--- src/hw/lcrc_pkg.sv ---
`default_nettype none
package lcrc_pkg;

	// --------------------------------------------------------------
	// Geometry
	// --------------------------------------------------------------
	localparam int SENSORS    = 14;
	localparam int GROUP_SIZE = 7;
	localparam int THR_REGS   = 8;

	// --------------------------------------------------------------
	// Register offsets
	// --------------------------------------------------------------
	localparam logic [7:0] ADDR_STATUS_BTN   = 8'h08;
	localparam logic [7:0] ADDR_STATUS_GRP   = 8'h09;
	localparam logic [7:0] ADDR_GROUP_STATUS = 8'h0f;
	localparam logic [7:0] ADDR_CLOSURE_CFG  = 8'h2b;
	localparam logic [7:0] ADDR_QUEUE_CTRL   = 8'h2c;
	localparam logic [7:0] ADDR_PAT_BUTTONS  = 8'h2d;
	localparam logic [7:0] ADDR_PAT_GROUPED  = 8'h2e;
	localparam logic [7:0] ADDR_RECAL_CFG    = 8'h2f;
	localparam logic [7:0] ADDR_THR_S1       = 8'h30;
	localparam logic [7:0] ADDR_THR_GROUP    = 8'h37;

	// --------------------------------------------------------------
	// Reset values
	// --------------------------------------------------------------
	localparam logic [7:0] RST_CLOSURE_CFG = 8'h00;
	localparam logic [2:0] RST_QUEUE_CTRL  = 3'h2;
	localparam logic [6:0] RST_PATTERN     = 7'h7f;
	localparam logic [7:0] RST_RECAL_CFG   = 8'h93;
	localparam logic [6:0] RST_THRESHOLD   = 7'h40;

	// --------------------------------------------------------------
	// Field positions
	// --------------------------------------------------------------
	localparam int CFG_ENABLE_BIT      = 7;
	localparam int CFG_EXACT_BIT       = 1;
	localparam int CFG_ALERT_BIT       = 0;
	localparam int RECAL_BUT_BCAST_BIT = 7;
	localparam int RECAL_GRP_BCAST_BIT = 6;
	localparam int RECAL_NEG_LSB       = 3;
	localparam int RECAL_TIME_LSB      = 0;
	localparam int GSTAT_CLOSURE_BIT   = 3;

	// --------------------------------------------------------------
	// Carriers
	// --------------------------------------------------------------
	typedef struct packed {
		logic [7:0] addr;
		logic [7:0] wdata;
		logic       we;
		logic       re;
	} lcrc_reg_req_t;

	typedef struct packed {
		logic                 valid;
		logic [SENSORS-1:0]   over;
		logic [SENSORS-1:0]   neg_delta;
	} lcrc_sample_t;

endpackage
`default_nettype wire

--- src/hw/lcrc_qualify.sv ---
`timescale 1ns/1ns
`default_nettype none
module lcrc_qualify
	import lcrc_pkg::*;
#(
	parameter int N = SENSORS
) (
	input  wire logic         clk,
	input  wire logic         rst,
	input  wire logic         sample_valid,
	input  wire logic [N-1:0] raw,
	input  wire logic [3:0]   depth,
	output logic      [N-1:0] status_q
);

	// --------------------------------------------------------------
	// Per-sensor run counters
	// --------------------------------------------------------------
	// A run counts samples that disagree with the held status, so the
	// same depth guards both the rise and the fall of each bit.
	logic [3:0] run_q [N];

	for (genvar i = 0; i < N; i++) begin : g_sens
		wire logic       differs = raw[i] != status_q[i];
		wire logic [3:0] run_inc = run_q[i] + 4'h1;
		wire logic       done    = run_inc >= depth;

		always_ff @(posedge clk or posedge rst) begin
			if (rst) begin
				run_q[i]    <= 4'h0;
				status_q[i] <= 1'b0;
			end else if (sample_valid) begin
				if (!differs) begin
					run_q[i] <= 4'h0;
				end else if (done) begin
					run_q[i]    <= 4'h0;
					status_q[i] <= raw[i];
				end else begin
					run_q[i] <= run_inc;
				end
			end
		end
	end

	// --------------------------------------------------------------
	// Checks
	// --------------------------------------------------------------
	AST_QUAL_HOLD: assert property (@(posedge clk) disable iff (rst)
		!sample_valid |=> $stable(status_q))
		else $error("Closure status moved outside a sample");

	AST_QUAL_DEPTH1: assert property (@(posedge clk) disable iff (rst)
		(sample_valid && depth == 4'h1) |=> status_q == $past(raw))
		else $error("Depth one did not follow the raw sample");

endmodule
`default_nettype wire

--- src/hw/lcrc_pattern.sv ---
`timescale 1ns/1ns
`default_nettype none
module lcrc_pattern
	import lcrc_pkg::*;
(
	input  wire logic [SENSORS-1:0]    status,
	input  wire logic [GROUP_SIZE-1:0] pat_btn,
	input  wire logic [GROUP_SIZE-1:0] pat_grp,
	input  wire logic                  exact,
	output logic                       hit
);

	// --------------------------------------------------------------
	// Population counts
	// --------------------------------------------------------------
	function automatic logic [2:0] pop7(input logic [6:0] v);
		logic [2:0] c;
		c = 3'h0;
		for (int k = 0; k < 7; k++) begin
			c = c + {2'h0, v[k]};
		end
		return c;
	endfunction

	wire logic [6:0] st_btn = status[6:0];
	wire logic [6:0] st_grp = status[13:7];
	wire logic [2:0] n_sb   = pop7(st_btn);
	wire logic [2:0] n_sg   = pop7(st_grp);
	wire logic [2:0] n_pb   = pop7(pat_btn);
	wire logic [2:0] n_pg   = pop7(pat_grp);
	wire logic [3:0] n_st   = {1'b0, n_sb} + {1'b0, n_sg};
	wire logic [3:0] n_pt   = {1'b0, n_pb} + {1'b0, n_pg};

	// --------------------------------------------------------------
	// Comparison
	// --------------------------------------------------------------
	wire logic exact_hit = ((st_btn & pat_btn) == pat_btn) &&
		((st_grp & pat_grp) == pat_grp);
	wire logic cnt_hit = (n_sb >= n_pb)
		|| (n_sg >= n_pg)
		|| (n_st >= n_pt);

	assign hit = exact ? exact_hit : cnt_hit;

endmodule
`default_nettype wire

--- src/hw/lcrc_top.sv ---
// Functional notes
// - Status sets after the programmed run of samples above threshold.
// - Queue depth field of zero acts as one sample.
// - Queue works per sensor and governs both setting and clearing.
// - Patterns used only when enabled; config bit 1 picks exact or count.
// - Exact mode: every pattern bit must also be set in status.
// - Count mode: button status count at least button pattern count.
// - Count mode: grouped status count at least grouped pattern count.
// - Count mode: total counts compared; any one count condition suffices.
// - Both patterns zero disables detection and clears the event flag.
// - A detected event sets the closure flag in group status.
// - Pattern masks hold seven sensors each in bits 0-6, reset all ones.
// - Button broadcast on: sensor 1 threshold write also loads sensors 2-7.
// - Sensor 2-7 thresholds stay individually writable at all times.
// - Group broadcast on: sensor 1 write loads group threshold too.
// - Negative run of 8, 16 or 32 triggers recalibration; code 3 off.
// - Timing code picks averaged samples 16, 32, 64, else 256.
// - Timing code picks baseline update interval in polling cycles.
// - One timing setting serves every sensor alike.
// - Raw over-threshold indication feeds the queue.
// - Alert asserts for closure only when alert enable is set.
// - Detection runs only while the enable bit is set.
`timescale 1ns/1ns
`default_nettype none
module lcrc_top
	import lcrc_pkg::*;
(
	input  wire logic                              clk,
	input  wire logic                              rst,
	input  wire lcrc_reg_req_t                     reg_req,
	output logic      [7:0]                        reg_rdata,
	input  wire lcrc_sample_t                      sample,
	output logic      [SENSORS-1:0]                closure_status,
	output logic                                   closure_flag,
	output logic                                   alert,
	output logic      [THR_REGS-1:0][6:0]          thresholds,
	output logic      [8:0]                        recal_samples,
	output logic                                   baseline_update,
	output logic      [SENSORS-1:0]                recal_req
);

	// --------------------------------------------------------------
	// Decode helpers
	// --------------------------------------------------------------
	function automatic logic [8:0] samples_of(input logic [2:0] c);
		unique case (c)
			3'h0: return 9'h010;
			3'h1: return 9'h020;
			3'h2: return 9'h040;
			default: return 9'h100;
		endcase
	endfunction

	function automatic logic [12:0] interval_of(input logic [2:0] c);
		unique case (c)
			3'h0: return 13'h0010;
			3'h1: return 13'h0020;
			3'h2: return 13'h0040;
			3'h3: return 13'h0100;
			3'h4: return 13'h0400;
			3'h5: return 13'h0800;
			3'h6: return 13'h1000;
			3'h7: return 13'h1f00;
		endcase
	endfunction

	function automatic logic [5:0] neg_limit_of(input logic [1:0] c);
		unique case (c)
			2'h0: return 6'h08;
			2'h1: return 6'h10;
			2'h2: return 6'h20;
			2'h3: return 6'h00;
		endcase
	endfunction

	// --------------------------------------------------------------
	// Registers
	// --------------------------------------------------------------
	logic [7:0] cfg_q;
	logic [2:0] queue_q;
	logic [6:0] pat_btn_q;
	logic [6:0] pat_grp_q;
	logic [7:0] recal_q;
	logic [6:0] thr_q [THR_REGS];

	wire logic wr = reg_req.we;
	wire logic [7:0] wa = reg_req.addr;
	wire logic [7:0] wd = reg_req.wdata;
	wire logic wr_s1 = wr && wa == ADDR_THR_S1;
	wire logic but_bcast = recal_q[RECAL_BUT_BCAST_BIT];
	wire logic grp_bcast = recal_q[RECAL_GRP_BCAST_BIT];

	always_ff @(posedge clk or posedge rst) begin
		if (rst) begin
			cfg_q     <= RST_CLOSURE_CFG;
			queue_q   <= RST_QUEUE_CTRL;
			pat_btn_q <= RST_PATTERN;
			pat_grp_q <= RST_PATTERN;
			recal_q   <= RST_RECAL_CFG;
		end else if (wr) begin
			if (wa == ADDR_CLOSURE_CFG) begin
				cfg_q <= wd;
			end
			if (wa == ADDR_QUEUE_CTRL) begin
				queue_q <= wd[2:0];
			end
			if (wa == ADDR_PAT_BUTTONS) begin
				pat_btn_q <= wd[6:0];
			end
			if (wa == ADDR_PAT_GROUPED) begin
				pat_grp_q <= wd[6:0];
			end
			if (wa == ADDR_RECAL_CFG) begin
				recal_q <= wd;
			end
		end
	end

	// --------------------------------------------------------------
	// Threshold bank
	// --------------------------------------------------------------
	// Index 0 is sensor 1, 1..6 sensors 2..7, 7 the group.
	for (genvar t = 0; t < THR_REGS; t++) begin : g_thr
		wire logic own = wr && wa == ADDR_THR_S1 + 8'(t);
		wire logic bc  = (t > 0 && t < THR_REGS - 1) ? (wr_s1 && but_bcast)
			: (t == THR_REGS - 1) ? (wr_s1 && grp_bcast) : 1'b0;
		always_ff @(posedge clk or posedge rst) begin
			if (rst) begin
				thr_q[t] <= RST_THRESHOLD;
			end else if (own || bc) begin
				thr_q[t] <= wd[6:0];
			end
		end
		assign thresholds[t] = thr_q[t];
	end

	// --------------------------------------------------------------
	// Qualification and pattern
	// --------------------------------------------------------------
	// Code zero widened to one; the 3-bit field tops out at seven.
	wire logic [3:0] depth = (queue_q == 3'h0) ? 4'h1
		: {1'b0, queue_q};

	lcrc_qualify #(.N(SENSORS)) u_qualify (
		.clk          (clk),
		.rst          (rst),
		.sample_valid (sample.valid),
		.raw          (sample.over),
		.depth        (depth),
		.status_q     (closure_status)
	);

	logic hit;

	lcrc_pattern u_pattern (
		.status  (closure_status),
		.pat_btn (pat_btn_q),
		.pat_grp (pat_grp_q),
		.exact   (cfg_q[CFG_EXACT_BIT]),
		.hit     (hit)
	);

	// --------------------------------------------------------------
	// Closure event flag
	// --------------------------------------------------------------
	logic eval_q;
	logic flag_q;

	wire logic masks_zero = pat_btn_q == 7'h00 && pat_grp_q == 7'h00;
	wire logic det_on = cfg_q[CFG_ENABLE_BIT] && !masks_zero;
	wire logic ev_set = eval_q && det_on && hit;
	wire logic sw_clr = wr && wa == ADDR_GROUP_STATUS && wd[GSTAT_CLOSURE_BIT];

	// Eval runs the cycle after a sample so status has settled.
	always_ff @(posedge clk or posedge rst) begin
		if (rst) begin
			eval_q <= 1'b0;
			flag_q <= 1'b0;
		end else begin
			eval_q <= sample.valid;
			if (masks_zero) begin
				flag_q <= 1'b0;
			end else if (ev_set) begin
				flag_q <= 1'b1;
			end else if (sw_clr) begin
				flag_q <= 1'b0;
			end
		end
	end

	assign closure_flag = flag_q;
	assign alert = flag_q && cfg_q[CFG_ALERT_BIT];

	// --------------------------------------------------------------
	// Recalibration timing
	// --------------------------------------------------------------
	wire logic [2:0]  tcode    = recal_q[RECAL_TIME_LSB +: 3];
	wire logic [12:0] interval = interval_of(tcode);
	wire logic [5:0]  neg_lim  = neg_limit_of(recal_q[RECAL_NEG_LSB +: 2]);
	logic [12:0] poll_q;
	logic        upd_q;

	assign recal_samples = samples_of(tcode);

	always_ff @(posedge clk or posedge rst) begin
		if (rst) begin
			poll_q <= 13'h0000;
			upd_q  <= 1'b0;
		end else begin
			upd_q <= 1'b0;
			if (sample.valid) begin
				if (poll_q + 13'h0001 >= interval) begin
					poll_q <= 13'h0000;
					upd_q  <= 1'b1;
				end else begin
					poll_q <= poll_q + 13'h0001;
				end
			end
		end
	end

	assign baseline_update = upd_q;

	// Limit of zero means the trigger is off.
	logic [5:0] neg_q [SENSORS];
	for (genvar s = 0; s < SENSORS; s++) begin : g_neg
		wire logic [5:0] nxt = neg_q[s] + 6'h01;
		always_ff @(posedge clk or posedge rst) begin
			if (rst) begin
				neg_q[s]     <= 6'h00;
				recal_req[s] <= 1'b0;
			end else begin
				recal_req[s] <= 1'b0;
				if (sample.valid) begin
					if (!sample.neg_delta[s] || neg_lim == 6'h00) begin
						neg_q[s] <= 6'h00;
					end else if (nxt == neg_lim) begin
						neg_q[s]     <= 6'h00;
						recal_req[s] <= 1'b1;
					end else begin
						neg_q[s] <= nxt;
					end
				end
			end
		end
	end

	// --------------------------------------------------------------
	// Read port
	// --------------------------------------------------------------
	wire logic [2:0] thr_idx = 3'(wa - ADDR_THR_S1);
	wire logic is_thr = wa >= ADDR_THR_S1 && wa <= ADDR_THR_GROUP;
	wire logic [7:0] rd_mux =
		(wa == ADDR_STATUS_BTN)   ? {1'b0, closure_status[6:0]} :
		(wa == ADDR_STATUS_GRP)   ? {1'b0, closure_status[13:7]} :
		(wa == ADDR_GROUP_STATUS) ? 8'(flag_q) << GSTAT_CLOSURE_BIT :
		(wa == ADDR_CLOSURE_CFG)  ? cfg_q :
		(wa == ADDR_QUEUE_CTRL)   ? {5'h00, queue_q} :
		(wa == ADDR_PAT_BUTTONS)  ? {1'b0, pat_btn_q} :
		(wa == ADDR_PAT_GROUPED)  ? {1'b0, pat_grp_q} :
		(wa == ADDR_RECAL_CFG)    ? recal_q :
		is_thr                    ? {1'b0, thr_q[thr_idx]} : 8'h00;

	always_ff @(posedge clk or posedge rst) begin
		if (rst) begin
			reg_rdata <= 8'h00;
		end else if (reg_req.re) begin
			reg_rdata <= rd_mux;
		end
	end

	// --------------------------------------------------------------
	// Checks
	// --------------------------------------------------------------
	AST_THR_BCAST: assert property (@(posedge clk) disable iff (rst)
		(wr_s1 && but_bcast) |=> thr_q[3] == $past(wd[6:0]))
		else $error("Button broadcast missed sensor four");

	AST_THR_INDIV: assert property (@(posedge clk) disable iff (rst)
		(wr && wa == ADDR_THR_S1 + 8'h02) |=> thr_q[2] == $past(wd[6:0]))
		else $error("Sensor three threshold not written");

	AST_GRP_HOLD: assert property (@(posedge clk) disable iff (rst)
		(wr_s1 && !grp_bcast) |=> $stable(thr_q[7]))
		else $error("Group threshold moved without broadcast");

	AST_MASK_ZERO: assert property (@(posedge clk) disable iff (rst)
		masks_zero |=> !flag_q)
		else $error("Flag set with both patterns zero");

	AST_ALERT_GATE: assert property (@(posedge clk) disable iff (rst)
		alert |-> (cfg_q[CFG_ALERT_BIT] && flag_q))
		else $error("Alert without enable");

	AST_DISABLED: assert property (@(posedge clk) disable iff (rst)
		(!cfg_q[CFG_ENABLE_BIT] && !flag_q) |=> !flag_q)
		else $error("Flag set while detection disabled");

	AST_EVENT_SET: assert property (@(posedge clk) disable iff (rst)
		(sample.valid ##1 (det_on && hit)) |=> flag_q)
		else $error("Event not flagged after sample");

	AST_RECAL_OFF: assert property (@(posedge clk) disable iff (rst)
		(recal_q[RECAL_NEG_LSB +: 2] == 2'h3) [*2] |-> recal_req == '0)
		else $error("Recalibration triggered while disabled");

	AST_BASELINE: assert property (@(posedge clk) disable iff (rst)
		baseline_update |-> $past(sample.valid))
		else $error("Baseline update without a poll");

	COV_FLAG: cover property (@(posedge clk) disable iff (rst) $rose(flag_q));
	COV_RECAL: cover property (@(posedge clk) disable iff (rst) |recal_req);
	COV_BASE: cover property (@(posedge clk) disable iff (rst) baseline_update);

endmodule
`default_nettype wire

--- config.mk ---
export PLATFORM = sky130hd
export DESIGN_NAME = lcrc_top
export DESIGN_NICKNAME = d
export VERILOG_FILES = /design/src/hw/lcrc_pkg.sv /design/src/hw/lcrc_qualify.sv /design/src/hw/lcrc_pattern.sv /design/src/hw/lcrc_top.sv
export SDC_FILE = /design/constraint.sdc
export NUM_CORES = 1
export LEC_CHECK = 0
export BUFFER_PORTS_ARGS = -buffer_cell sky130_fd_sc_hd__buf_4
export CAP_MARGIN = 20
export CORE_UTILIZATION = 40
export CTS_CLUSTER_SIZE = 30
export DETAILED_ROUTE_END_ITERATION = 12
export PLACE_DENSITY_LB_ADDON = 0.25
export SLEW_MARGIN = 20
export SYNTH_ARGS = -nofsm -noshare
export SYNTH_HDL_FRONTEND = slang
export SYNTH_SLANG_ARGS = --single-unit
--- constraint.sdc ---
create_clock -name clk -period 12.8 [get_ports clk]
set_clock_uncertainty 0.2 [all_clocks]
set_input_delay 1.92 -clock clk [delete_from_list [all_inputs] [get_ports clk]]
set_output_delay 1.92 -clock clk [all_outputs]
set_load 0.01 [all_outputs]
# [Word level (Yosys, flattened, before mapping)]
# Memory sizes are Yosys's and may differ from the RTL's.
# Index checks and enable logic that the tools add are counted.
[word_totals] reg_bits=281 romBits=64 word_cells=409 in_bits=49 n_memories=1
[classes] eq_ne=51 bitwise_logic=3 order_cmp=21 n_addsub=56 reduce_logical=83 mux=120
[mem_list] memory="(name not given)" depth=8 width=8 read_ports=1 rd_ports_with_merged_regs=0 wr=0 line_no="lcrc_top.sv:55" source="unique case (c)"
[ops] op="$mux W6" count=28
[ops] op="$mux W4" count=28
[ops] op="$eq A8 B6 Y1 const B" count=13
[ops] op="$add A6 B1 Y6 const B" count=14
[ops] op="$eq A6 B6 Y1" count=14
[ops] op="$mux W8" count=8
[ops] op="$add A3 B1 Y3" count=20
[ops] op="$add A4 B1 Y4 const B" count=14
[ops] op="$ge A4 B3 Y1" count=14
[ops] op="$mux W1" count=48
[ops] op="$reduce_and A3 Y1" count=14
[ops] op="$pmux W9 S3" count=1
[ops] op="$eq A8 B4 Y1 const B" count=3
[ops] op="$pmux W6 S4" count=1
[ops] op="$logic_or A1 B1 Y1" count=23
[ops] op="$bmux W7 S3" count=1
[ops] op="$mux W7" count=3
[ops] op="$logic_and A1 B1 Y1" count=19
[ops] op="$logic_not A1 Y1" count=15
[ops] op="$and A7 B7 Y7" count=2
[ops] op="$eq A7 B7 Y1" count=2
[ops] op="$logic_not A7 Y1" count=2
[ops] op="$ne A1 B1 Y1" count=14
[ops] op="$add A13 B1 Y13 const B" count=1
[ops] op="other kinds (21)" count=32

# [Logic depth before layout (Yosys ltp)]
# Gate-level depths: netlist (run 1).
[depth] ltp_word=14 mapped_depth=16 mapped_depth_nobuf=16

# [By module]
# A second synthesis (run 1) with hierarchy kept.
[hier_totals] cells_unflattened=1876 area_unflattened_um2=18357.6
[modules_own_cells] module="lcrc_top" seq_area_each_um2=5313.8 cells_per_inst=1263 area_per_inst_um2=12547.0 n_inst=1
[modules_own_cells] module="lcrc_qualify" seq_area_each_um2=1751.7 cells_per_inst=505 area_per_inst_um2=4878.4 n_inst=1
[modules_own_cells] module="lcrc_pattern" seq_area_each_um2=0.0 cells_per_inst=108 area_per_inst_um2=932.1 n_inst=1

# [Least setup slack after synthesis (run 1)]
# Ideal clock, no wire load.
[synth_timing] path_type="reg2reg" from="reg pat_btn_q[0]" to="reg flag_q, in the netlist closure_flag" n_path_buf=0 setup_time_ps=139 slack_ps=8598 required_time_ps=12461 stages_incl_launch_ff=17 t_arrival_ps=3863 synth_period_minus_slack_ps=4202 cell_sequence="dfstp_2 > inv_1 > ha_1 > inv_1 > fa_1 > fa_1 > inv_1 > ha_1 > fa_1 > fa_1 > inv_1 > ha_1 > a21o_1 > a21oi_1 > o2111ai_1 > nand4_1 > a32oi_1"
[synth_via] elab_chain_cells=13 word_cells_on_any_way=24 cone_classes="add/sub: 7; order compare: 2; eq/ne: 1; mux: 3; bitwise: 1; reduce/logical: 10"
[synth_rtl] item="start: declaration" line_no="lcrc_top.sv:81" source="logic [6:0] pat_btn_q;"
[synth_rtl] item="start signal: assignment" line_no="lcrc_top.sv:108" source="pat_btn_q <= wd[6:0];"
[synth_rtl] item="$add A1 B1 Y2" line_no="lcrc_pattern.sv:20" source="c = c + {2'h0, v[k]};"
[synth_rtl] item="$add A3 B1 Y3 (5 in a row)" line_no="lcrc_pattern.sv:20"
[synth_rtl] item="$add A3 B3 Y4 / $ge A3 B3 Y1 (equally long branches)" line_no="lcrc_pattern.sv:32, lcrc_pattern.sv:39"
[synth_rtl] item="$ge A4 B4 Y1 / $logic_or A1 B1 Y1 (equally long branches)" line_no="lcrc_pattern.sv:41, lcrc_pattern.sv:40"
[synth_rtl] item="$logic_or A1 B1 Y1" line_no="lcrc_pattern.sv:41" source="|| (n_st >= n_pt);"
[synth_rtl] item="$mux W1" line_no="lcrc_pattern.sv:43" source="assign hit = exact ? exact_hit : cnt_hit;"
[synth_rtl] item="$logic_and A1 B1 Y1" line_no="lcrc_top.sv:171" source="wire logic ev_set = eval_q && det_on && hit;"
[synth_rtl] item="$mux W1" line_no="lcrc_top.sv:183" source="end else if (ev_set) begin"
[synth_rtl] item="$mux W1" line_no="lcrc_top.sv:181" source="if (masks_zero) begin"
[synth_rtl] item="end signal: assignment" line_no="lcrc_top.sv:182" source="flag_q <= 1'b0;"
[synth_rtl] item="end signal: assignment" line_no="lcrc_top.sv:184" source="flag_q <= 1'b1;"
[synth_rtl] item="end signal: assignment" line_no="lcrc_top.sv:186" source="flag_q <= 1'b0;"
[synth_rtl] item="end: declaration" line_no="lcrc_top.sv:167" source="logic flag_q;"
# Several ways; a longest one is shown, not always the timed one.
# A chain may end at the register's enable or synchronous reset.

# [Final worst setup path (run 1)]
[layout_timing] from="reg u_qualify.status_q[1]" to="reg flag_q, in the netlist closure_flag"
[layout_via] elab_chain_cells=13 word_cells_on_any_way=19 cone_classes="add/sub: 7; order compare: 2; eq/ne: 1; mux: 3; bitwise: 1; reduce/logical: 5"
[layout_rtl] item="start: declaration" line_no="lcrc_qualify.sv:13" source="output logic [N-1:0] status_q"
[layout_rtl] item="start signal: indexed assignment" line_no="lcrc_qualify.sv:37" source="status_q[i] <= raw[i];"
[layout_rtl] item="$add A1 B1 Y2" line_no="lcrc_pattern.sv:20"
[layout_rtl] item="$add A3 B1 Y3 (5 in a row)" line_no="lcrc_pattern.sv:20"
[layout_rtl] item="$add A3 B3 Y4 / $ge A3 B3 Y1 (equally long branches)" line_no="lcrc_pattern.sv:31, lcrc_pattern.sv:39"
[layout_rtl] item="$ge A4 B4 Y1 / $logic_or A1 B1 Y1 (equally long branches)" line_no="lcrc_pattern.sv:41, lcrc_pattern.sv:40"
[layout_rtl] item="$logic_or A1 B1 Y1" line_no="lcrc_pattern.sv:41"
[layout_rtl] item="$mux W1 *" line_no="lcrc_pattern.sv:43"
[layout_rtl] item="$logic_and A1 B1 Y1 *" line_no="lcrc_top.sv:171"
[layout_rtl] item="$mux W1" line_no="lcrc_top.sv:183"
[layout_rtl] item="$mux W1" line_no="lcrc_top.sv:181"
# Mark *: on every way between the ends. The rest lies on a longest branch, timed or not.

==> results of run 1 <==
[cell usage in the layout, fill, tap and decap left out, types with 17 or more instances in the layout]
| cell type | netlist | final |
|---|---|---|
| nor2b_1 | 23 | 23 |
| buf_4 | 9 | 157 |
| clkbuf_16 | 0 | 36 |
| a21o_1 | 33 | 33 |
| a31oi_1 | 33 | 33 |
| xor2_1 | 59 | 59 |
| ha_1 | 111 | 111 |
| o2bb2ai_1 | 44 | 44 |
| inv_1 | 77 | 76 |
| mux2_2 | 112 | 112 |
| nor2_1 | 100 | 99 |
| a32o_1 | 17 | 17 |
| dfstp_2 | 27 | 27 |
| o31ai_1 | 21 | 21 |
| nand3_1 | 95 | 95 |
| nand2b_1 | 42 | 42 |
| and3_1 | 25 | 25 |
| nand3_2 | 17 | 17 |
| o21ai_0 | 64 | 64 |
| nand2_1 | 175 | 175 |
| mux2i_1 | 32 | 32 |
| xnor2_1 | 30 | 30 |
| a21oi_1 | 48 | 48 |
| nor3_1 | 28 | 28 |
| a211o_1 | 17 | 17 |
| dfrtp_1 | 254 | 254 |
[cell families (layout without fill, tap and decap cells)]
logic type / count (synthesis) / in the layout / synth area share (%)
simple gates: 548 / 548 / 15.7
compound gates: 352 / 352 / 14.3
flops: 281 / 281 / 40.5
mux: 165 / 165 / 11.5
buf+inv: 161 / 299 / 3.85
fa+ha+maj: 126 / 126 / 9.63
xor+xnor: 89 / 89 / 4.47
other cells: 1 / 5 / 0.0215
[path summary, 6_finish.rpt]
check,startpoint,end,cells after the start
max,u_qualify.status_q[1],closure_flag,16
min,poll_q[8],poll_q[8],1
max reg2reg,u_qualify.status_q[1],closure_flag,16
min reg2reg,poll_q[8],poll_q[8],1
max in group asynchronous,rst,thresholds[40],4
min in group asynchronous,rst,neg_q[24],2
[flip-flops by register name, indices dropped and copies added, names as in the netlist]
register and flops:
cfg_q 8, thresholds 56, queue_q 3, reg_rdata 8
recal_req 14, neg_q 84, poll_q 13, pat_btn_q 7
u_qualify.status_q 14, pat_grp_q 7, closure_flag 1, baseline_update 1
eval_q 1, recal_q 8, u_qualify.run_q 56
[Yosys cell counts, types with 33 or more instances]
cell type,count
ha_1,111
xor2_1,59
a21o_1,33
nor2_1,100
nand3_1,95
o2bb2ai_1,44
mux2_2,112
a31oi_1,33
a21oi_1,48
inv_1,77
dfrtp_1,254
clkbuf_1,52
nand2b_1,42
nand2_1,175
o21ai_0,64
[stage by stage]
stage / area (um2) / hold slack, ns / setup slack (ns) / cells
after floorplan: 17400 / 0.274 / 2.97 / 1727
after global placement: 19000 / 0.297 / 7.97 / 2387
after detailed placement: 19000 / 0.298 / 7.93 / 2387
after CTS: 20200 / 0.310 / 8.10 / 2450
after global routing: 20200 / 0.321 / 7.93 / 2450
final: 20200 / 0.311 / 8.09 / 2450
[where the power goes]
group | switching, uW | total (uW) | internal, uW
Clock | 395 | 1010 | 616
Sequential | 109 | 1070 | 959
Combinational | 538 | 1010 | 469
Total | 1040 | 3090 | 2040
[metal layers]
metal	wire length (um)	up-vias	share of wire (%)
li1	-	6467	-
met1	21400	6768	47
met2	21100	277	47
met3	1820	62	4.0
met4	1030	0	2.3
met5	0	-	0
[area by class of cell]
type | instances | share of cell area [%]
Tap cell | 585 | 3.63
Inverter | 79 | 1.54
Clock buffer | 55 | 5.12
Timing Repair Buffer | 157 | 5.85
Multi-Input combinational cell | 1285 | 48.2
Sequential cell | 281 | 35.0
Clock inverter | 8 | 0.658
==> summary.md, run 1 <==
| Metric | Value |
|---|---|
| Status | `finished clean` |
| Fin util | `between 40 and 50%` |
| Setup Total Neg Slack | `0 ns` |
| Yosys cell types | `74` |
| Synth top area cells | `dfrtp_1 36%, ha_1 8.0%, mux2_2 7.2%` |
| Area share of the largest cell type after synthesis | `between 30% and 40%` |
| Final ANT Viol Nets | `0` |
| TritonCTS Buffers | `36` |
| Crit-path cells | `ha_1 -> inv_1 -> fa_1 -> fa_1 -> inv_1 -> ha_1 -> fa_1 -> inv_1 -> fa_1 -> inv_1 -> ha_1 -> a21o_1 -> a21oi_1 -> o2111ai_1 -> nand4_1 -> a32oi_1` |
| Mean Syn Cell Area | `between 10 and 15 um2` |
| Vias in the first global route | `13500` |
| Tcrit/Tclk final | `36.8%` |
| Area of the multi-input gates | `around 9700 um2` |
| I/O pin count | `between 150 and 200` |
| PD cells | `between 150 and 200 nW/um2` |
| Post-Syn Area | `between 15000 and 20000 um2` |
| GR Util met1 | `around 28%` |
| DRT iter0 DRCs | `approximately 1000` |
| FF+latch area | `a little over 7000 um2` |
| Tot GR Track Use | `a little over 20%` |
| Site row count | `76` |
| Fmax | `212 MHz` |
| Dpl hpwl | `30500 um` |
| Largest net degree at the start of global routing | `98` |
| Hold Path Class | `reg -> reg` |
| Initial antenna violation count | `0` |
| Root Driver | `clkbuf_16` |
| Critical Path Start Type | `flop` |
| Cell taking the most area after synthesis | `dfrtp_1` |
| Cells after synthesis | `approximately 1700` |
| Post-CTS Setup Repair Bufs | `0` |
| Remaining DRCs | `0` |
| H-tree Lvls | `2` |
| Via count | `13600` |
| Crit path required time | `between 10 and 15 ns` |
| Seq cells post-synth | `281` |
| Design Power | `roughly 3000 uW` |
| Detailed Routing Iterations Pass 1 | `5` |
| # port buffers | `approximately 150` |
| Crit path max-delay family | `adder cells` |
| Clock sinks | `roughly 280` |
| Diode count | `0` |
| Crit path max fanout | `7` |
| Setup CP Type | `reg -> reg` |
| Layout area overhead | `15.7%` |
| CTS tree | `built` |
| Max Cap Violations | `0` |
| Post-cts hold buffer count | `0` |
| Busiest layer in global routing | `met2` |
| Leak | `0.00923 uW` |
| Initial Util | `roughly two fifths` |
| Die height | `~210 um` |
| Routing usage on met3 | `under 10%` |
| Clk slew on worst S/H paths | `around 0.06 ns` |
| Crit path DAT | `between 4 and 5 ns` |
| Max-slew violation count | `0` |
| Post_cts resized | `0` |
| Die W | `around 210 um` |
| Critical path endpoint category | `flop` |
| First-pass GRT wire length | `about 73000 um` |
| Slowest cell on crit path | `dfrtp_1` |
| Yosys warns | `0` |
| Core Footprint | `approximately 43000 um2` |
| Period minus WS final | `roughly 4.7 ns` |
| Buf/Inv on CP | `4` |
| Hold Violations, Final | `0` |
| Nets | `about 2000` |
| Final wirelength | `~45000 um` |
| Max-slew headroom at the worst pin | `36.5%` |
| Sequential share of the synthesized area | `between 40% and 50%` |
| Latest clock arrival within the worst-skew pair | `0.55 ns` |
| Clock buffer depth | `3` |
| Vias/cell | `about 5.5` |
| EDFF count, synth | `0` |
| M2 GR Usage | `between 30% and 40%` |
| Asr flop ratio synth | `between 90% and 100%` |
| R2r setup slk | `slightly above 8 ns` |
| Unrepaired setup endpoints after global routing | `no` |
| Largest stage delay, worst path | `0.61 ns` |
| Fillcell total | `approximately 4100` |
| Top_reg_cell synth | `dfrtp_1` |
| Grt ovf | `0` |
| Slew @ Worst Pin | `between 0.9 and 1 ns` |
| Final setup fails | `0` |
| DR WL/cell | `18.5 um` |
| Die ar. | `about 44000 um2` |
| Layout cell share with drive strength beyond 1 | `between 20% and 30%` |
| Worst VDD drop | `between 0.15 and 0.2 mV` |
| GPL Wtd Cong | `roughly 0.86` |
Power figures use the tool's default switching activity.
==> run 2: changes to the inputs <==
--- a/config.mk
+++ b/config.mk
@@ -5,6 +5,7 @@
 export SDC_FILE = /design/constraint.sdc
 export NUM_CORES = 1
 export LEC_CHECK = 0
+export ABC_AREA = 1
 export BUFFER_PORTS_ARGS = -buffer_cell sky130_fd_sc_hd__buf_4
 export CAP_MARGIN = 20
 export CORE_UTILIZATION = 40
==> constraint.sdc (replaced) <==
create_clock -name clk -period 4.1 [get_ports clk]
set_clock_uncertainty 0.2 [all_clocks]
set_input_delay 0.615 -clock clk [delete_from_list [all_inputs] [get_ports clk]]
set_output_delay 0.615 -clock clk [all_outputs]
set_load 0.01 [all_outputs]
==> run 2 against run 1 <==
  * The run now ends with negative setup slack left
  * Clock power increased to 3.1 times the previous value
  * Die area decreased by 5.8%
  * Register-to-register slack got worse by 8.4 ns
  * Combinational power increased to 3.0 times the previous value
  * Critical endpoint unchanged
  * Largest power group unchanged
==> summary.md, run 2 <==
| Metric | Value |
|---|---|
| Status | `finished with violations (was finished clean)` |
| Failing checks | `negative setup slack` |
| Crit path max-delay family | `adder cells (unchanged)` |
| Mean Syn Cell Area | `8.24 um2 (was 10.1 um2)` |
| Core Footprint | `40100 um2 (was 43000 um2)` |
| Diode count | `0 (unchanged)` |
| Post-layout worst setup margin | `-0.288 ns (was 8.09 ns)` |
| Latest clock arrival within the worst-skew pair | `0.55 ns (about the same)` |
| Final ANT Viol Nets | `0 (unchanged)` |
| Remaining DRCs | `0 (unchanged)` |
| Cells after synthesis | `1992 (was 1723)` |
| I/O pin count | `153 (unchanged)` |
| Crit-path cells | `inv_1 -> ha_1 -> inv_1 -> fa_1 -> fa_1 -> inv_1 -> ha_2 -> fa_1 -> fa_1 -> inv_1 -> ha_1 -> a21boi_1 -> o21a_1 -> o21ai_1 -> nand4_1 -> nand3_1 -> o31ai_1 (was ha_1 -> inv_1 -> fa_1 -> fa_1 -> inv_1 -> ha_1 -> fa_1 -> inv_1 -> fa_1 -> inv_1 -> ha_1 -> a21o_1 -> a21oi_1 -> o2111ai_1 -> nand4_1 -> a32oi_1)` |
| Commonest non-fill, non-tap cell in the layout | `nand2_1 (was dfrtp_1)` |
| Sequential share of the synthesized area | `43.0% (was 40.5%)` |
| TritonCTS Buffers | `35 (was 36)` |
| # port buffers | `147 (unchanged)` |
| Crit path max fanout | `2 (was 7)` |
| Sw Share | `33.7% (was 33.8%)` |
| GPL Wtd Cong | `0.880 (was 0.865)` |
| Leak | `0.00979 uW (was 0.00923 uW)` |
| Yosys warns | `0 (unchanged)` |
| Worst VDD drop | `0.477 mV (was 0.174 mV)` |
| Internal power | `6160 uW (was 2040 uW)` |
| DR WL/cell | `16.0 um (was 18.5 um)` |
| Slowest cell on crit path | `fa_1 (was dfrtp_1)` |
| Nets | `2341 (was 2014)` |
| CTS tree | `built (unchanged)` |
| Fmax | `228 MHz (was 212 MHz)` |
| Synth top area cells | `dfrtp_1 39%, nand2_1 9.2%, ha_1 8.5% (was dfrtp_1 36%, ha_1 8.0%, mux2_2 7.2%)` |
| Crit path DAT | `4.62 ns (was 4.92 ns)` |
| Vias in the first global route | `13500 (about the same)` |
| Area share of the largest cell type after synthesis | `38.7% (was 36.5%)` |
| Yosys cell types | `47 (was 74)` |
| Gate power share | `32.2% (was 32.6%)` |
| Hold slack | `0.0832 ns (was 0.311 ns)` |
| Final wirelength | `43500 um (was 45300 um)` |
| H-tree Lvls | `2 (unchanged)` |
| Root Driver | `clkbuf_16 (unchanged)` |
| Max-slew headroom at the worst pin | `37.4% (was 36.5%)` |
| Placed insts | `2653 (was 2387)` |
| Tcrit/Tclk final | `107% (was 36.8%)` |
| Period minus WS final | `4.39 ns (was 4.71 ns)` |
| Max reg flops | `84 (unchanged)` |
| Most frequent cells after synthesis | `403 x nand2_1, 276 x inv_1, 254 x dfrtp_1, 169 x nor2_1, 161 x o21ai_0 (was 254 x dfrtp_1, 175 x nand2_1, 112 x mux2_2, 111 x ha_1, 100 x nor2_1)` |
| EDFF count, synth | `0 (unchanged)` |
| Clock power frac | `33.5% (was 32.8%)` |
| Seq cells post-synth | `281 (unchanged)` |
| Non-Filler Instances | `2716 (was 2450)` |
| Site row count | `73 (was 76)` |
| First-pass GRT wire length | `70600 um (was 73500 um)` |
| Via count | `13800 (was 13600)` |
| Initial antenna violation count | `0 (unchanged)` |
| Critical path endpoint category | `flop (unchanged)` |
| Unrepaired setup endpoints after global routing | `yes (was no)` |
| Crit path required time | `4.33 ns (was 13.01 ns)` |
| Cell taking the most area after synthesis | `dfrtp_1 (unchanged)` |
| Dpl hpwl | `30700 um (was 30500 um)` |
| Asr flop ratio synth | `100% (unchanged)` |
| DRT iter0 DRCs | `826 (was 1003)` |
| Die W | `205 um (was 211 um)` |
| Largest register by flop count | `neg_q (unchanged)` |
| Top_reg_cell synth | `dfrtp_1 (unchanged)` |
| Largest stage delay, worst path | `0.53 ns (was 0.61 ns)` |
| PD cells | `477 nW/um2 (was 153 nW/um2)` |
| Largest net degree at the start of global routing | `94 (was 98)` |
| Setup CP Type | `reg -> reg (unchanged)` |
| Setup Total Neg Slack | `-0.288 ns (was 0 ns)` |
| Clk slew on worst S/H paths | `0.06 ns (about the same)` |
| Layout area overhead | `18.6% (was 15.7%)` |
| Max Cap Violations | `0 (unchanged)` |
| Clock sinks | `281 (unchanged)` |
| Seq pwr share | `34.3% (was 34.6%)` |
| Max-slew violation count | `0 (unchanged)` |
| Hold Path Class | `in -> reg (was reg -> reg)` |
| Layout cell share with drive strength beyond 1 | `14.1% (was 21.4%)` |
| Clock buffer depth | `3 (unchanged)` |
| Die height | `205 um (was 211 um)` |
| Initial Util | `40.9% (was 40.6%)` |
| Tot GR Track Use | `21.2% (was 20.7%)` |
| Critical Path Start Type | `flop (unchanged)` |
| Slew @ Worst Pin | `0.936 ns (was 0.953 ns)` |
| Post-Syn Area | `16400 um2 (was 17400 um2)` |
| Hold Violations, Final | `0 (unchanged)` |
| Design Power | `9280 uW (was 3090 uW)` |
| Die ar. | `41900 um2 (was 44400 um2)` |
| Grt ovf | `0 (unchanged)` |
| Most frequent cells in the layout | `403 x nand2_1, 271 x inv_1, 254 x dfrtp_1 (was 254 x dfrtp_1, 175 x nand2_1, 157 x buf_4)` |
| Final setup fails | `1 (was 0)` |
| Buf/Inv on CP | `4 (unchanged)` |
| Net Sw Power | `3120 uW (was 1040 uW)` |
| Detailed Routing Iterations Pass 1 | `5 (unchanged)` |
| Most common cell in the synthesized netlist | `nand2_1 (was dfrtp_1)` |
| Vias/cell | `5.08 (was 5.54)` |
-- run 2: cell types whose count changed in the layout (fill, tap and decap cells not counted), sizes merged, moves of 32 or more --
cell     previous run  this run
xor2               59        92
o2bb2ai            44         0
buf               157       196
mux2              119         0
nor2              102       171
nand2             176       406
o21ai              65       193
nand2b             42         0
inv                78       283
a21o               33         1
-- run 2: worst register-to-register path, stage by stage (launching register included) --
cell and delay, ns:
dfstp_2 0.52, inv_1 0.05, ha_1 0.28, inv_1 0.07, fa_1 0.43, fa_1 0.50
inv_1 0.04, ha_2 0.16, fa_1 0.49, fa_1 0.53, inv_1 0.05, ha_1 0.26
a21boi_1 0.13, o21a_1 0.17, o21ai_1 0.12, nand4_1 0.09, nand3_1 0.09, o31ai_1 0.07
-- run 2: final cells by class --
cell class	count	area [um2]
Tap cell	525	657
Fill cell	3815	20600
Clock buffer	48	985
Clock inverter	13	169
Inverter	285	1070
Multi-Input combinational cell	1367	8020
Timing Repair Buffer	197	1510
Sequential cell	281	7070
-- run 2: path summary, 6_finish.rpt --
kind	start	endpoint	slack [ns]	cells after the start
setup / recovery	pat_grp_q[0]	closure_flag	-0.29	17
hold / removal	reg_req[8]	thresholds[48]	0.08	3
setup reg to reg	pat_grp_q[0]	closure_flag	-0.29	17
hold reg to reg	poll_q[6]	poll_q[6]	0.29	2
max in group asynchronous	rst	thresholds[35]	2.02	4
min in group asynchronous	rst	u_qualify.run_q[29]	0.49	3
-- run 2: per-stage QoR --
stage               cell area [um2]  setup slack (ns)  utilization, %
floorplan                     16400            -0.414               -
global placement              18300            -0.241            45.6
detailed placement            18300            -0.313            45.6
CTS                           19500            -0.298            48.5
global route                  19500            -0.473            48.6
finish                        19500            -0.288            48.6
-- run 2: what timing repair did --
item	in CTS	in global routing
buffers inserted	0	1
hold buffers	1	0
hold endpoints to repair	20	0
endpoints found under the setup margin	1	1
pin swaps	4	9
resized for setup	1	5
-- run 2: power by group through the flow --
| stage | clock network [uW] | registers, uW | logic, uW |
|---|---|---|---|
| 2_1_floorplan | 0 | 3220 | 1980 |
| 4_1_cts | 3180 | 3190 | 3010 |
| 5_1_grt | 3300 | 3220 | 3460 |
| 6_report | 3110 | 3190 | 2980 |
| 3_5_place_dp | 0 | 3230 | 2990 |
| 3_3_place_gp | 0 | 3220 | 2870 |
-- run 2: routing by layer --
metal,track usage (%),up-vias,part of all wire (%)
met5,0,-,0
met4,8.05,0,3.1
met3,3.75,74,4.9
met2,35.5,292,47
met1,27.3,6635,45
li1,-,6801,-
-- run 2: kinds of logic (layout without fill, tap and decap cells) --
family,Yosys count,count (layout),share of synthesized area (%)
xor gates and xnor gates,118,118,6.30
DFF,281,281,43.0
buffers and inverters,348,543,8.33
muxes,3,3,0.183
AOI/OAI and AO/OA,354,354,12.3
adders and majority gates,126,126,10.2
and+or+nand+nor,761,761,19.6
other,1,5,0.0228
